File: src/rtl/bal_regs.svh
// Operation codes, flag positions and timing counts of the byte arithmetic logic unit
`ifndef BAL_REGS_SVH
`define BAL_REGS_SVH
`define BAL_OP_ADD 5'h00
`define BAL_OP_ADC 5'h01
`define BAL_OP_SUB 5'h02
`define BAL_OP_SUBC 5'h03
`define BAL_OP_SUBK 5'h04
`define BAL_OP_SBCK 5'h05
`define BAL_OP_WADD 5'h06
`define BAL_OP_WSUB 5'h07
`define BAL_OP_AND 5'h08
`define BAL_OP_ANDK 5'h09
`define BAL_OP_OR 5'h0a
`define BAL_OP_ORK 5'h0b
`define BAL_OP_SETM 5'h0c
`define BAL_OP_CLRM 5'h0d
`define BAL_OP_TEST 5'h0e
`define BAL_OP_XOR 5'h0f
`define BAL_OP_INV 5'h10
`define BAL_OP_NEGATE 5'h11
`define BAL_OP_PLUS1 5'h12
`define BAL_OP_MINUS1 5'h13
`define BAL_FLAG_C 0
`define BAL_FLAG_Z 1
`define BAL_FLAG_N 2
`define BAL_FLAG_V 3
`define BAL_FLAG_S 4
`define BAL_FLAG_H 5
`define BAL_FLAGS_RESET 6'h00
`define BAL_BYTE_CLOCKS 1
`define BAL_WORD_CLOCKS 2
`endif

File: src/rtl/bal_pkg.sv
// Types of the byte arithmetic logic unit
package bal_pkg;
    typedef enum logic [2:0] {
        BAL_IDLE = 3'b001,
        BAL_WORD_LOW = 3'b010,
        BAL_WORD_HIGH = 3'b100
    } bal_state_t;
    typedef struct packed {
        bal_state_t state;
        logic [7:0] result;
        logic [5:0] flags;
        logic done;
        logic wr_lo;
        logic wr_hi;
        logic [7:0] word_hi;
        logic [7:0] word_k;
        logic word_sub;
        logic word_carry;
        logic word_zero_lo;
    } bal_core_t;
endpackage

File: src/rtl/bal_flag_if.sv
// Flag update carrier between the datapath and the status flag holder
`timescale 1ns/1ps
interface bal_flag_if;
    logic [5:0] flags_next;
    logic [5:0] flags_mask;
    logic update;
    logic [5:0] flags;
    modport src (output flags_next, output flags_mask, output update, input flags);
    modport dst (input flags_next, input flags_mask, input update, output flags);
endinterface

File: src/rtl/bal_flag_hold.sv
// Status flag holder updating only the selected flags
`timescale 1ns/1ps
`include "bal_regs.svh"
module bal_flag_hold (
    input wire logic clock,
    input wire logic rst,
    bal_flag_if.dst fl
);
    logic [5:0] flags_reg;
    logic [5:0] flags_next;
    always_comb begin
        flags_next = flags_reg;
        if (fl.update) begin
            flags_next = (flags_reg & ~fl.flags_mask) | (fl.flags_next & fl.flags_mask);
        end
    end
    always_ff @(posedge clock) begin
        if (rst) begin
            flags_reg <= `BAL_FLAGS_RESET;
        end else begin
            flags_reg <= flags_next;
        end
    end
    assign fl.flags = flags_reg;
endmodule

File: src/rtl/bal_alu.sv
// Byte arithmetic logic unit top
// Overview of operation
// - Sum two registers, optionally plus carry; flags Z,C,N,V,H; one clock.
// - Destination minus source, optionally minus carry; flags Z,C,N,V,H; one clock.
// - Destination minus immediate; flags Z,C,N,V,H; one clock.
// - Destination minus immediate minus carry; flags Z,C,N,V,H; one clock.
// - Add immediate to high:low word pair; writes both bytes; Z,C,N,V,S; two clocks.
// - Subtract immediate from high:low word pair; both bytes; Z,C,N,V,S; two clocks.
// - AND with register or immediate; flags Z,N,V; one clock.
// - OR with register or immediate; flags Z,N,V; one clock.
// - OR an immediate mask into destination; flags Z,N,V; one clock.
// - AND destination with inverted immediate mask; flags Z,N,V; one clock.
// - AND register with itself, value unchanged; flags Z,N,V; one clock.
`timescale 1ns/1ps
`include "bal_regs.svh"
module bal_alu (
    input wire logic clock,
    input wire logic rst,
    input wire logic start,
    input wire logic [4:0] op,
    input wire logic [7:0] dst_val,
    input wire logic [7:0] src_val,
    input wire logic [7:0] imm_val,
    input wire logic [7:0] dst_hi_val,
    output logic busy,
    output logic [7:0] result,
    output logic result_wr_lo,
    output logic result_wr_hi,
    output logic done,
    output logic [5:0] flags
);
    bal_pkg::bal_core_t core_reg;
    bal_pkg::bal_core_t core_next;
    bal_flag_if fl ();

    bal_flag_hold u_flags (
        .clock(clock),
        .rst(rst),
        .fl(fl)
    );

    logic carry_in;
    logic [7:0] a;
    logic [7:0] b;
    logic [8:0] sum9;
    logic [4:0] sum5;
    logic [7:0] r;
    logic [5:0] f;
    logic [5:0] m;
    logic upd;
    logic is_sub;
    logic use_arith;
    logic cin;
    logic [8:0] hsum9;
    logic [7:0] hres;
    logic wc;
    logic wv;
    logic wn;

    assign carry_in = fl.flags[`BAL_FLAG_C];

    always_comb begin
        core_next = core_reg;
        core_next.done = 1'b0;
        core_next.wr_lo = 1'b0;
        core_next.wr_hi = 1'b0;
        a = dst_val;
        b = 8'h00;
        cin = 1'b0;
        is_sub = 1'b0;
        use_arith = 1'b0;
        r = 8'h00;
        f = 6'h00;
        m = 6'h00;
        upd = 1'b0;
        sum9 = 9'h000;
        sum5 = 5'h00;
        hsum9 = 9'h000;
        hres = 8'h00;
        wc = 1'b0;
        wv = 1'b0;
        wn = 1'b0;
        case (core_reg.state)
            bal_pkg::BAL_IDLE: begin
                if (start) begin
                    case (op)
                        `BAL_OP_ADD, `BAL_OP_ADC: begin
                            b = src_val;
                            cin = (op == `BAL_OP_ADC) & carry_in;
                            use_arith = 1'b1;
                        end
                        `BAL_OP_SUB, `BAL_OP_SUBC: begin
                            b = src_val;
                            cin = (op == `BAL_OP_SUBC) & carry_in;
                            is_sub = 1'b1;
                            use_arith = 1'b1;
                        end
                        `BAL_OP_SUBK, `BAL_OP_SBCK: begin
                            b = imm_val;
                            cin = (op == `BAL_OP_SBCK) & carry_in;
                            is_sub = 1'b1;
                            use_arith = 1'b1;
                        end
                        `BAL_OP_NEGATE: begin
                            a = 8'h00;
                            b = dst_val;
                            is_sub = 1'b1;
                            use_arith = 1'b1;
                        end
                        `BAL_OP_PLUS1, `BAL_OP_MINUS1: begin
                            b = 8'h01;
                            is_sub = (op == `BAL_OP_MINUS1);
                            use_arith = 1'b1;
                        end
                        default: begin
                            use_arith = 1'b0;
                        end
                    endcase
                    if (use_arith) begin
                        if (is_sub) begin
                            sum9 = {1'b0, a} - {1'b0, b} - {8'h00, cin};
                            sum5 = {1'b0, a[3:0]} - {1'b0, b[3:0]} - {4'h0, cin};
                        end else begin
                            sum9 = {1'b0, a} + {1'b0, b} + {8'h00, cin};
                            sum5 = {1'b0, a[3:0]} + {1'b0, b[3:0]} + {4'h0, cin};
                        end
                        r = sum9[7:0];
                        f[`BAL_FLAG_C] = sum9[8];
                        f[`BAL_FLAG_H] = sum5[4];
                        if (is_sub) begin
                            f[`BAL_FLAG_V] = (a[7] ^ b[7]) & (a[7] ^ r[7]);
                        end else begin
                            f[`BAL_FLAG_V] = ~(a[7] ^ b[7]) & (a[7] ^ r[7]);
                        end
                        m = 6'h2f;
                        if (op == `BAL_OP_PLUS1 || op == `BAL_OP_MINUS1) begin
                            m = 6'h0e;
                        end
                    end else begin
                        case (op)
                            `BAL_OP_AND: r = dst_val & src_val;
                            `BAL_OP_ANDK: r = dst_val & imm_val;
                            `BAL_OP_OR: r = dst_val | src_val;
                            `BAL_OP_ORK: r = dst_val | imm_val;
                            `BAL_OP_SETM: r = dst_val | imm_val;
                            `BAL_OP_CLRM: r = dst_val & (8'hff - imm_val);
                            `BAL_OP_TEST: r = dst_val & dst_val;
                            `BAL_OP_XOR: r = dst_val ^ src_val;
                            `BAL_OP_INV: r = 8'hff - dst_val;
                            default: r = dst_val;
                        endcase
                        f[`BAL_FLAG_V] = 1'b0;
                        f[`BAL_FLAG_C] = 1'b1;
                        m = (op == `BAL_OP_INV) ? 6'h0f : 6'h0e;
                    end
                    f[`BAL_FLAG_Z] = (r == 8'h00);
                    f[`BAL_FLAG_N] = r[7];
                    if (op == `BAL_OP_WADD || op == `BAL_OP_WSUB) begin
                        core_next.state = bal_pkg::BAL_WORD_LOW;
                        core_next.word_hi = dst_hi_val;
                        core_next.word_k = imm_val;
                        core_next.word_sub = (op == `BAL_OP_WSUB);
                        if (op == `BAL_OP_WSUB) begin
                            hsum9 = {1'b0, dst_val} - {1'b0, imm_val};
                        end else begin
                            hsum9 = {1'b0, dst_val} + {1'b0, imm_val};
                        end
                        core_next.result = hsum9[7:0];
                        core_next.word_carry = hsum9[8];
                        core_next.word_zero_lo = (hsum9[7:0] == 8'h00);
                        core_next.wr_lo = 1'b1;
                    end else if (op <= `BAL_OP_MINUS1) begin
                        core_next.result = r;
                        core_next.flags = f;
                        core_next.wr_lo = (op != `BAL_OP_TEST);
                        core_next.done = 1'b1;
                        upd = 1'b1;
                    end
                end
            end
            bal_pkg::BAL_WORD_LOW: begin
                if (core_reg.word_sub) begin
                    hsum9 = {1'b0, core_reg.word_hi} - {8'h00, core_reg.word_carry};
                end else begin
                    hsum9 = {1'b0, core_reg.word_hi} + {8'h00, core_reg.word_carry};
                end
                hres = hsum9[7:0];
                wn = hres[7];
                if (core_reg.word_sub) begin
                    wv = core_reg.word_hi[7] & ~hres[7];
                    wc = hres[7] & ~core_reg.word_hi[7];
                end else begin
                    wv = ~core_reg.word_hi[7] & hres[7];
                    wc = ~hres[7] & core_reg.word_hi[7];
                end
                f[`BAL_FLAG_C] = wc;
                f[`BAL_FLAG_Z] = (hres == 8'h00) & core_reg.word_zero_lo;
                f[`BAL_FLAG_N] = wn;
                f[`BAL_FLAG_V] = wv;
                f[`BAL_FLAG_S] = wn ^ wv;
                m = 6'h1f;
                upd = 1'b1;
                core_next.result = hres;
                core_next.flags = f;
                core_next.wr_hi = 1'b1;
                core_next.done = 1'b1;
                core_next.state = bal_pkg::BAL_WORD_HIGH;
            end
            bal_pkg::BAL_WORD_HIGH: begin
                core_next.state = bal_pkg::BAL_IDLE;
            end
            default: begin
                core_next.state = bal_pkg::BAL_IDLE;
            end
        endcase
        if (core_reg.state == bal_pkg::BAL_WORD_HIGH) begin
            core_next.state = bal_pkg::BAL_IDLE;
        end
    end

    assign fl.flags_next = f;
    assign fl.flags_mask = m;
    assign fl.update = upd;

    always_ff @(posedge clock) begin
        if (rst) begin
            core_reg <= '{state: bal_pkg::BAL_IDLE, default: '0};
        end else begin
            core_reg <= core_next;
        end
    end

    assign busy = (core_reg.state == bal_pkg::BAL_WORD_LOW);
    assign result = core_reg.result;
    assign result_wr_lo = core_reg.wr_lo;
    assign result_wr_hi = core_reg.wr_hi;
    assign done = core_reg.done;
    assign flags = fl.flags;
endmodule

File: config.mk
export PLATFORM = sky130hd
export DESIGN_NAME = bal_alu
export DESIGN_NICKNAME = d
export VERILOG_FILES = /design/src/rtl/bal_pkg.sv /design/src/rtl/bal_flag_if.sv /design/src/rtl/bal_flag_hold.sv /design/src/rtl/bal_alu.sv
export VERILOG_INCLUDE_DIRS = /design/src /design/src/rtl
export SDC_FILE = /design/constraint.sdc
export NUM_CORES = 1
export LEC_CHECK = 0
export ABC_CLOCK_PERIOD_IN_PS = 5040
export BUFFER_PORTS_ARGS = -buffer_cell sky130_fd_sc_hd__buf_2
export CAP_MARGIN = 5
export CORE_ASPECT_RATIO = 1.25
export CORE_MARGIN = 2
export CORE_UTILIZATION = 59
export CTS_CLUSTER_DIAMETER = 150
export DETAILED_ROUTE_END_ITERATION = 6
export GPL_ROUTABILITY_DRIVEN = 0
export MAX_ROUTING_LAYER = met4
export PLACE_DENSITY = 0.82
export REMOVE_ABC_BUFFERS = 1
export SYNTH_ARGS = -nofsm -noshare
export SYNTH_HDL_FRONTEND = slang
export SYNTH_HIERARCHICAL = 1
export SYNTH_SLANG_ARGS = --single-unit
File: constraint.sdc
create_clock -name clock -period 5.04 [get_ports clock]
set_clock_uncertainty 0.1 [all_clocks]
set_input_delay 0.504 -clock clock [delete_from_list [all_inputs] [get_ports clock]]
set_output_delay 0.504 -clock clock [all_outputs]
set_load 0.02 [all_outputs]
==> results.md, run 1 <==
- Unrepaired setup endpoints after global routing: no
- Critical Path Start Type: input port
- Grt total ovfl: 0
- Starting density of the core: 60.3%
- Time the final worst path needs with I/O delays and setup: between 4 and 5 ns
- Fraction of layout cells with a size suffix above 1: between 10 and 15%
- Maximum number of pins on one net before global-route repair: 31
- Half-perimeter wire length after placement: a little over 9000 microns
- Fin Setup TNS: 0 ns
- Commonest non-fill, non-tap cell in the layout: buf_2
- Via density: between 6 and 7
- Number of levels the H-tree was split into: 2
- DIE AREA: around 7700 sq um
- Antenna violations before repair: 0
- TritonCTS clock tree: yes
- Worst path buffer plus inverter count: 1
- Max IR drop VDD: roughly 0.00016 V
- Number of stages on the worst setup path: 15
- Most prevalent standard cell on the critical path: fa_1
- Post-synthesis instance area: ~4100 sq um
- Busiest layer in global routing: met2
- Delay of the slowest cell on the worst path: approximately 0.48 ns
- Post-synthesis sequential area ratio: between 10% and 20%
- Overall via count from detail_route: roughly 4.4k
- Synth Area per Inst: 7.33 sq um
- Global-route wire length before repair: 19,400 microns
- Clk slew on worst S/H paths: ~0.07 ns
- Max-cap violation count: 0
- Achievable Freq: between 0.2 and 0.25 GHz
- Failing checks: design-rule violations
- Residual DRC: 10
- Core Area: roughly 7000 sq um
- Source-to-sink clock delay at the later pin of the worst-skew pair: 0.29 ns
- Number of rows created at floorplan: 34
- Endpoint class of the critical path: register
- WHS: around 0.36 ns
- CTS max path bufs: 2
- Final cell count without fillers: between 600 and 700
- Cell depth of the worst flop-to-flop path: 12
- Number of storage elements in the synthesis netlist: 31
- Arrival time worst endpoint: approximately 4.4 ns
- CP cell instances: buf_2 > nor3b_4 > and2_2 > a22oi_1 > fa_1 > fa_1 > o21a_1 > nor2_1 > o21ai_0 > xor2_1 > a221oi_1 > nand2_1 > o41ai_2 > nand3_1 > a21oi_1
- Number of iterations in the first detailed-routing pass: 7
- Worst Path Required: 5.16 ns
- Width of the chip: approximately 79 microns
- Count of unique library cells instantiated by Yosys: 69
- Clock Tree Root: clkbuf_8
- IO Count: 58
- CP Max Fanout: 16
- Nets: 671
- Slowest cell on the critical path: fa_1
- Min-Delay Path Depth: 3
- CTS sink count: 31
- Proportion of synthesized flip-flops having asynchronous set or reset: 0%
- Met1 track utilization from global routing: a little over a third
- Routed wire per std cell: about 18 microns
- Drt initial violations: 429
- Leakage power of the design: roughly 1.9 nW
- Worst slew slack as a fraction of its limit: 23.8%
- Cell Count Post-Placement: just under 700
- Met2 routing resource usage after global routing: a little over half
- Antenna diode count: 0
- Number of CTS-inserted buffers: 5
- Post-CTS Hold Fix Bufs: 0
- Ys flop type: dfxtp_1
- Gate count of the mapped netlist: about 560
- Overall routing resource usage: approximately a third
- Total power of the final layout: 0.000888 W
- Slew at the pin closest to its max-slew limit: ~1.1 ns
- Total number of yosys warnings: 6
- Classification of the worst setup path: input port to register
- Via count of the first global-routing pass: 4,207
- Most used cells in the layout excluding fill and tap cells: buf_2, a21oi_1, nor2_1, nand2_1, inv_1
- Number of pins with negative max-slew slack in the final report: 0
- Power density relative to cell area: ~200 nW/um^2
- Outcome: finished with violations
- Antenna-violating nets left: 0
- HP Class: input port to register
- Post-detailed-routing wire length: about 12,000 microns
- Setup-failing EPs final: 0
- Hold violation total from the final report: 0
- Cell type group with the largest total delay on the critical path: compound AO/OA/AOI/OAI gates
- Number of synthesized flops with an enable pin: 0
- Share of the clock period used by the worst path: a little over four fifths
- Global routing usage on met3: between 4 and 5%
- Post-cts resize count: 0
- Area overhead of the layout relative to synthesis: 7.67%
- Die boundary height: ~100 microns
- Number of buffers inserted to repair setup after CTS: 0
- Fill cell total of the finished layout: ~620
- Number of buffer cells added on primary ports: 57
area by class of cell:
cell class / instances / area, sq um / area share, %
multi-input cells: 452 / 3140 / 70.6
flip-flops and latches: 31 / 621 / 14.0
repair buffers: 60 / 308 / 6.93
inverters: 40 / 150 / 3.38
well taps: 90 / 113 / 2.53
clock buffers: 6 / 82.6 / 1.86
clock inverters: 2 / 35.0 / 0.788
stage by stage:
step | worst slack (ns) | instance area (sq um) | util [%]
2_1_floorplan | 1.36 | 3910 | -
3_3_place_gp | 0.803 | 4330 | 63.2
3_5_place_dp | 0.638 | 4330 | 63.2
4_1_cts | 0.891 | 4440 | 64.9
5_1_grt | 0.470 | 4440 | 64.9
6_report | 0.802 | 4440 | 64.9
kinds of logic after synthesis:
group	Yosys count	synth area share [%]
compound gates	185	30.9
fa+ha+maj	41	13.5
mux	3	0.758
xor+xnor	37	8.21
flops	31	15.0
simple gates	186	22.6
buf+inv	80	9.00
per-layer routing:
layer,share of wire (%),up-vias
met5,0,-
met4,5.6,0
met3,7.9,59
met2,49,225
met1,37,2007
li1,-,2089
tightest hold or removal path, stage by stage:
cell and delay, ns:
buf_2 0.09, nand2_1 0.04, a21oi_1 0.05
Yosys cell counts (9+ instances only):
library cell	n	share of area, %
nand2_1	47	4.3
buf_2	9	1.1
a211oi_1	12	2.2
nor2_1	54	4.9
nand3_1	13	1.6
dfxtp_1	31	15
a221oi_1	12	2.5
nor3_1	16	1.9
ha_1	35	11
clkbuf_1	16	1.5
o21ai_1	9	1.1
inv_1	39	3.5
buf_4	12	2.2
o21ai_0	21	2.5
xor2_1	10	2.1
xnor2_1	26	5.5
a21oi_1	56	6.8
path summary, 6_finish.rpt:
| path | startpoint | end | slack [ns] |
|---|---|---|---|
| worst max-delay path | op[4] | register | 0.80 |
| worst max register to register | register | register | 1.61 |
| worst min register to register | core_reg[17] | core_reg[17] | 0.37 |
| worst min-delay path | dst_hi_val[0] | core_reg[11] | 0.36 |
power breakdown:
group | switching, W | leakage, nW | internal (W)
Combinational | 0.000232 | 1.63 | 0.000144
Clock | 0.0000945 | 0.0612 | 0.000160
Sequential | 0.00000510 | 0.252 | 0.000253
Note: power is estimated with default switching activity, not from simulation.
==> run 2, diff against run 1 <==
ABC_CLOCK_PERIOD_IN_PS = 4100   (was 5040)
clock period = 4.1 ns   (was 5.04 ns; I/O delays follow)
==> results.md, run 2 (synthesis results as in run 1) <==
- Slowest cell on the critical path: fa_1
- Overall routing resource usage: 32.6% (+0.49 points)
- Cell type group with the largest total delay on the critical path: compound AO/OA/AOI/OAI gates
- Clock network fraction of total power: 28.8% (+0.2 points)
- Slew at the pin closest to its max-slew limit: 0.688 ns (-0.451 ns)
- Combinational cell fraction of total power: 42.7% (+0.3 points)
- CTS sink count: 31 (unchanged)
- Sequential cell fraction of total power: 28.5% (-0.5 points)
- Drt initial violations: 380 (-11%)
- DIE AREA: 7690 sq um (unchanged)
- Number of CTS-inserted buffers: 5 (unchanged)
- Fraction of layout cells with a size suffix above 1: 16.4% (+2.2 points)
- Placed standard-cell area: 4430 sq um (+2.4%)
- Most prevalent standard cell on the critical path: fa_1
- Commonest non-fill, non-tap cell in the layout: buf_2
- Source-to-sink clock delay at the later pin of the worst-skew pair: 0.29 ns (about the same)
- Worst slew slack as a fraction of its limit: 54.0% (+30 points)
- Critical Path Start Type: input port
- Clock Tree Root: clkbuf_8
- Via density: 6.35 (-1.3%)
- Routed met1 length: 4690 microns (+4.9%)
- Classification of the worst setup path: input port to register
- Post-detailed-routing wire length: 12,100 microns (+1.6%)
- Setup-failing EPs final: 0 (unchanged)
- Number of levels the H-tree was split into: 2 (unchanged)
- Arrival time worst endpoint: 3.98 ns (-0.37 ns)
- Area overhead of the layout relative to synthesis: 10.4%
- Die boundary height: 97.5 microns (unchanged)
- Hold violation total from the final report: 0 (unchanged)
- Grt total ovfl: 0 (unchanged)
- Leakage power of the design: 2.01 nW (+3.7%)
- Maximum number of pins on one net before global-route repair: 31 (unchanged)
- Endpoint class of the critical path: register
- IO Count: 58 (unchanged)
- Antenna diode count: 0 (unchanged)
- Top routing layer used: met4
- Share of the clock period used by the worst path: 94.3%
- Unrepaired setup endpoints after global routing: no
- Internal Pwr Total: 0.000694 W (+25%)
- Psw: 0.000416 W (+26%)
- Outcome: complete, no violations
- Half-perimeter wire length after placement: 9490 microns (+2.5%)
- TritonCTS clock tree: yes
- Max IR drop VDD: 0.000190 V (+20%)
- Width of the chip: 78.8 microns (unchanged)
- Routed wire per std cell: 17.4 microns (-0.49%)
- Nets: 685 (+2.1%)
- Global-route wire length before repair: 19,700 microns (+1.2%)
- Final cell count without fillers: 695 (+2.1%)
- Core Area: 6850 sq um (unchanged)
- Metal2 WL: 6050 microns (+3.5%)
- HP Class: input port to register
- WHS: 0.254 ns (-0.101 ns)
- Time the final worst path needs with I/O delays and setup: just under 4 ns
- Total non-filler cell area in the finished layout: 4560 sq um (+2.5%)
- Delay of the slowest cell on the worst path: 0.48 ns (about the same)
- Number of buffer cells added on primary ports: 57 (unchanged)
- CTS max path bufs: 2 (unchanged)
- Fin Setup TNS: 0 ns (unchanged)
- Switching part of the total: 37.5% (+0.17 points)
- Via count of the first global-routing pass: 4,213 (+0.14%)
- Worst Path Required: 4.21 ns (-0.95 ns)
- CP cell instances: buf_2 > nand2b_1 > o32ai_1 > a22oi_1 > fa_1 > fa_1 > o21a_1 > nor2_1 > buf_4 > xnor2_1 > o21ai_0 > a22o_1 > nand4_1 > o41ai_2 > nand3_1 > a21oi_1
- Met3 wire len: 767 microns (-18%)
- Clk slew on worst S/H paths: 0.07 ns (about the same)
- Minimum setup slack in the final design: 0.233 ns (-0.569 ns)
- Cell Count Post-Placement: 687 (+2.1%)
- Most used cells in the layout excluding fill and tap cells: buf_2, a21oi_1, nor2_1, nand2_1, inv_1
- Worst path buffer plus inverter count: 2 (+1)
- CP Max Fanout: 14 (-2)
- Antenna violations before repair: 0 (unchanged)
- Number of buffers inserted to repair setup after CTS: 0 (unchanged)
- Max-cap violation count: 0 (unchanged)
- Overall via count from detail_route: 4,410 (+0.68%)
- Number of pins with negative max-slew slack in the final report: 0 (unchanged)
- Number of iterations in the first detailed-routing pass: 7 (unchanged)
- Power density relative to cell area: 244 nW/um^2 (+22%)
- Antenna-violating nets left: 0 (unchanged)
- Starting density of the core: 60.3% (unchanged)
- Number of rows created at floorplan: 34 (unchanged)
- Post-Place Worst Slack: 0.0196 ns (-0.618 ns)
- Achievable Freq: roughly 0.26 GHz
- Residual DRC: 0 (-10)
run 2: cell type report:
class	instances	area, sq um
Timing Repair Buffer	74	413
Sequential cell	31	621
Multi-Input combinational cell	452	3140
Clock buffer	6	82.6
Inverter	40	150
Tap cell	90	113
Fill cell	598	2290
Clock inverter	2	35.0
run 2: power by group through the flow:
| stage | clock (W) | combinational, W | sequential (W) |
|---|---|---|---|
| global route | 0.000332 | 0.000516 | 0.000317 |
| floorplan | 0 | 0.000297 | 0.000331 |
| global placement | 0 | 0.000446 | 0.000323 |
| finish | 0.000320 | 0.000474 | 0.000317 |
| CTS | 0.000317 | 0.000462 | 0.000317 |
| detailed placement | 0 | 0.000459 | 0.000323 |
run 2: through the flow:
stage	power (W)	utilization, %
finish	0.00111	66.5
global route	0.00117	66.5
CTS	0.00110	66.4
detailed placement	0.000782	64.7
global placement	0.000768	64.7
floorplan	0.000628	-
run 2: path summary, 6_finish.rpt:
kind | start | end | slack, ns | depth (start not counted)
min | dst_hi_val[2] | core_reg[13] | 0.25 | 3
min reg2reg | core_reg[13] | core_reg[13] | 0.37 | 2
max reg2reg | register | register | 0.75 | 13
max | op[1] | register | 0.23 | 16
run 2: timing repair:
action,4_1_cts,5_1_grt
gates resized for setup,0,1
hold endpoints to repair,0,0
endpoints found under the setup margin,0,1
hold buffers,0,0
run 2: worst min-delay path, stage by stage:
cell	delay (ns)
buf_2	0.09
nand2_1	0.04
a21oi_1	0.05
run 2: metal layers:
layer,GRT usage [%],vias to the layer above
met5,-,-
met4,16.2,0
met3,2.70,51
met2,56.9,206
met1,37.0,2040
li1,-,2113
==> run 3, diff against run 2 <==
ABC_AREA = 1   (was not set)
CORE_UTILIZATION = 60   (was 59)
PLACE_DENSITY = 0.83   (was 0.82)
==> results.md, run 3 <==
- Outcome: complete, no violations
- Slowest cell on the critical path: fa_1
- Synth Area per Inst: 5.82 sq um (-21%)
- Delay of the slowest cell on the worst path: 0.45 ns (-0.03 ns)
- Antenna diode count: 0 (unchanged)
- Routed wire per std cell: 14.9 microns (-15%)
- Classification of the worst setup path: input port to register
- Power density relative to cell area: 231 nW/um^2 (-5.1%)
- Proportion of synthesized flip-flops having asynchronous set or reset: 0% (unchanged)
- Critical Path Start Type: input port
- Number of levels the H-tree was split into: 2 (unchanged)
- Die boundary height: 98.1 microns (+0.64%)
- Share of the synthesized area in the top cell type: 16.7% (+1.6 points)
- Overall via count from detail_route: 5,065 (+15%)
- Endpoint class of the critical path: register
- Residual DRC: 0 (unchanged)
- Post-cts resize count: 0 (unchanged)
- Minimum setup slack in the final design: 0.416 ns (+0.183 ns)
- Area overhead of the layout relative to synthesis: 9.56%
- Overall routing resource usage: 34.6% (+2.0 points)
- TritonCTS clock tree: yes
- Fraction of layout cells with a size suffix above 1: 11.4% (-4.9 points)
- Count of unique library cells instantiated by Yosys: 46 (-33%)
- Antenna violations before repair: 0 (unchanged)
- Core Area: 6930 sq um (+1.2%)
- CTS sink count: 31 (unchanged)
- CP cell instances: buf_2 > inv_2 > nor2_1 > inv_1 > nor2_2 > inv_1 > nor2_1 > nor4_1 > inv_1 > fa_1 > fa_1 > a21oi_1 > o21ai_0 > or2_2 > nand3_1 > o211ai_1 > nand2_1 > nand3_1 > nor2_1 > nand3_1 > nand2_1 > nor2_1 > nor2_1
- Most repeated cell in the gate-level netlist after synthesis: nand2_1
- Worst path buffer plus inverter count: 5 (+3)
- Hold violation total from the final report: 0 (unchanged)
- Via density: 5.83 (-8.1%)
- IO Count: 58 (unchanged)
- Share of the clock period used by the worst path: 89.9% (-4.5 points)
- Number of rows created at floorplan: 34 (unchanged)
- Post-Place Worst Slack: 0.199 ns (+0.180 ns)
- Clock Tree Root: clkbuf_8
- Half-perimeter wire length after placement: 10,200 microns (+7.4%)
- Drt initial violations: 407 (+7.1%)
- Fill cell total of the finished layout: 682 (+14%)
- Starting density of the core: 61.3% (+1.1 points)
- Setup-failing EPs final: 0 (unchanged)
- Post-detailed-routing wire length: 12,900 microns (+6.8%)
- CTS max path bufs: 2 (unchanged)
- Number of storage elements in the synthesis netlist: 31 (unchanged)
- Total number of yosys warnings: 6 (unchanged)
- Total area of multi-input combinational cells: 3090 sq um (-1.8%)
- Gate count of the mapped netlist: 731 (+30%)
- Post-synthesis sequential area ratio: 14.6% (-0.45 points)
- Max IR drop VDD: 0.000192 V (+1.1%)
- Worst slew slack as a fraction of its limit: 21.4% (-33 points)
- DIE AREA: 7780 sq um (+1.3%)
- Slew at the pin closest to its max-slew limit: 1.17 ns (+0.486 ns)
- Nets: 859 (+25%)
- Worst Path Required: 4.23 ns (+0.02 ns)
- Cell type group with the largest total delay on the critical path: simple AND/OR/NAND/NOR gates
- Arrival time worst endpoint: 3.82 ns (-0.16 ns)
- Most used cells in the layout excluding fill and tap cells: nand2_1, inv_1, nor2_1, buf_2, o21ai_0
- Post-synthesis instance area: 4250 sq um (+3.1%)
- Achievable Freq: 0.271 GHz (+5.0%)
- Time the final worst path needs with I/O delays and setup: 3.68 ns (-0.183 ns)
- CP Max Fanout: 10 (-4)
- Global-route wire length before repair: 21,300 microns (+8.1%)
- Number of synthesized flops with an enable pin: 0 (unchanged)
- Leakage power of the design: 2.60 nW (+29%)
- Clk slew on worst S/H paths: 0.07 ns (about the same)
- Number of buffer cells added on primary ports: 57 (unchanged)
- Top cells by area, synth: nand2_1, dfxtp_1, ha_1
- Commonest non-fill, non-tap cell in the layout: nand2_1
- Combined flip-flop and latch cell area: 621 sq um (unchanged)
- Commonest cells in the synthesized netlist: nand2_1, inv_1, nor2_1
- Via count of the first global-routing pass: 4,853 (+15%)
- Leading area contributor after synthesis: nand2_1
- Ys flop type: dfxtp_1
- Width of the chip: 79.3 microns (+0.64%)
- Number of buffers inserted to repair setup after CTS: 0 (unchanged)
- Most prevalent standard cell on the critical path: nor2_1
- Fin Setup TNS: 0 ns (unchanged)
- Number of CTS-inserted buffers: 5 (unchanged)
- Source-to-sink clock delay at the later pin of the worst-skew pair: 0.29 ns (about the same)
- Max-cap violation count: 0 (unchanged)
- Maximum number of pins on one net before global-route repair: 19 (-39%)
- Post-CTS Hold Fix Bufs: 0 (unchanged)
- Unrepaired setup endpoints after global routing: no
- Number of pins with negative max-slew slack in the final report: 0 (unchanged)
- Antenna-violating nets left: 0 (unchanged)
- HP Class: input port to register
- Number of iterations in the first detailed-routing pass: 6 (-1)
- Grt total ovfl: 0 (unchanged)
==> run 3: routing by layer <==
layer,track usage (%),share of wire [%],up-vias
li1,-,-,2449
met1,38.1,38,2252
met2,58.7,49,304
met3,4.25,8.0,60
met4,20.6,5.2,0
met5,-,0,-
==> run 3: through the flow <==
step	instances	hold slack [ns]	utilization [%]	power, W	cell area, sq um
2_1_floorplan	711	0.334	-	0.000659	4140
3_3_place_gp	861	0.357	65.7	0.000779	4560
3_5_place_dp	861	0.354	65.7	0.000791	4560
4_1_cts	869	0.250	67.2	0.00106	4660
5_1_grt	869	0.271	67.2	0.00115	4660
6_report	869	0.249	67.2	0.00108	4660
==> run 3: kinds of logic (layout without fill, tap and decap cells) <==
logic type / Yosys count / in the layout / synth area share, %
AND/OR/NAND/NOR: 357 / 357 / 35.3
XOR/XNOR: 22 / 22 / 4.53
AO/OA/AOI/OAI: 146 / 146 / 19.6
flip-flops: 31 / 31 / 14.6
buffers and inverters: 134 / 182 / 12.9
adder cells (fa/ha/maj): 41 / 41 / 13.1
==> run 3: cell type report <==
| cell class | instances | area share [%] |
|---|---|---|
| inverter | 114 | 9.23 |
| sequential | 31 | 13.3 |
| tap | 90 | 2.42 |
| timing repair buffer | 60 | 6.60 |
| clock buffer | 7 | 2.07 |
| clock inverter | 1 | 0.161 |
| multi-input combinational | 566 | 66.2 |
==> run 3: worst min-delay path: cells and delay by family <==
family,cells,cell delay [ns]
buffers and inverters,1,0.07
and+or+nand+nor,2,0.11
==> run 3: final timing paths <==
path                                    start            to  slack [ns]  cells after the start
worst max-delay path                    op[0]      register        0.42                     23
worst max register to register       register      register        1.19                     14
worst min-delay path            dst_hi_val[1]  core_reg[12]        0.25                      3
worst min register to register   core_reg[11]  core_reg[11]        0.36                      2
==> run 3: power by group <==
group | internal (W) | leakage, nW | total [W] | switching, W
Combinational | 0.000165 | 2.29 | 0.000480 | 0.000315
Clock | 0.000153 | 0.0505 | 0.000276 | 0.000124
Sequential | 0.000314 | 0.253 | 0.000321 | 0.00000714
Total | 0.000631 | 2.60 | 0.00108 | 0.000446
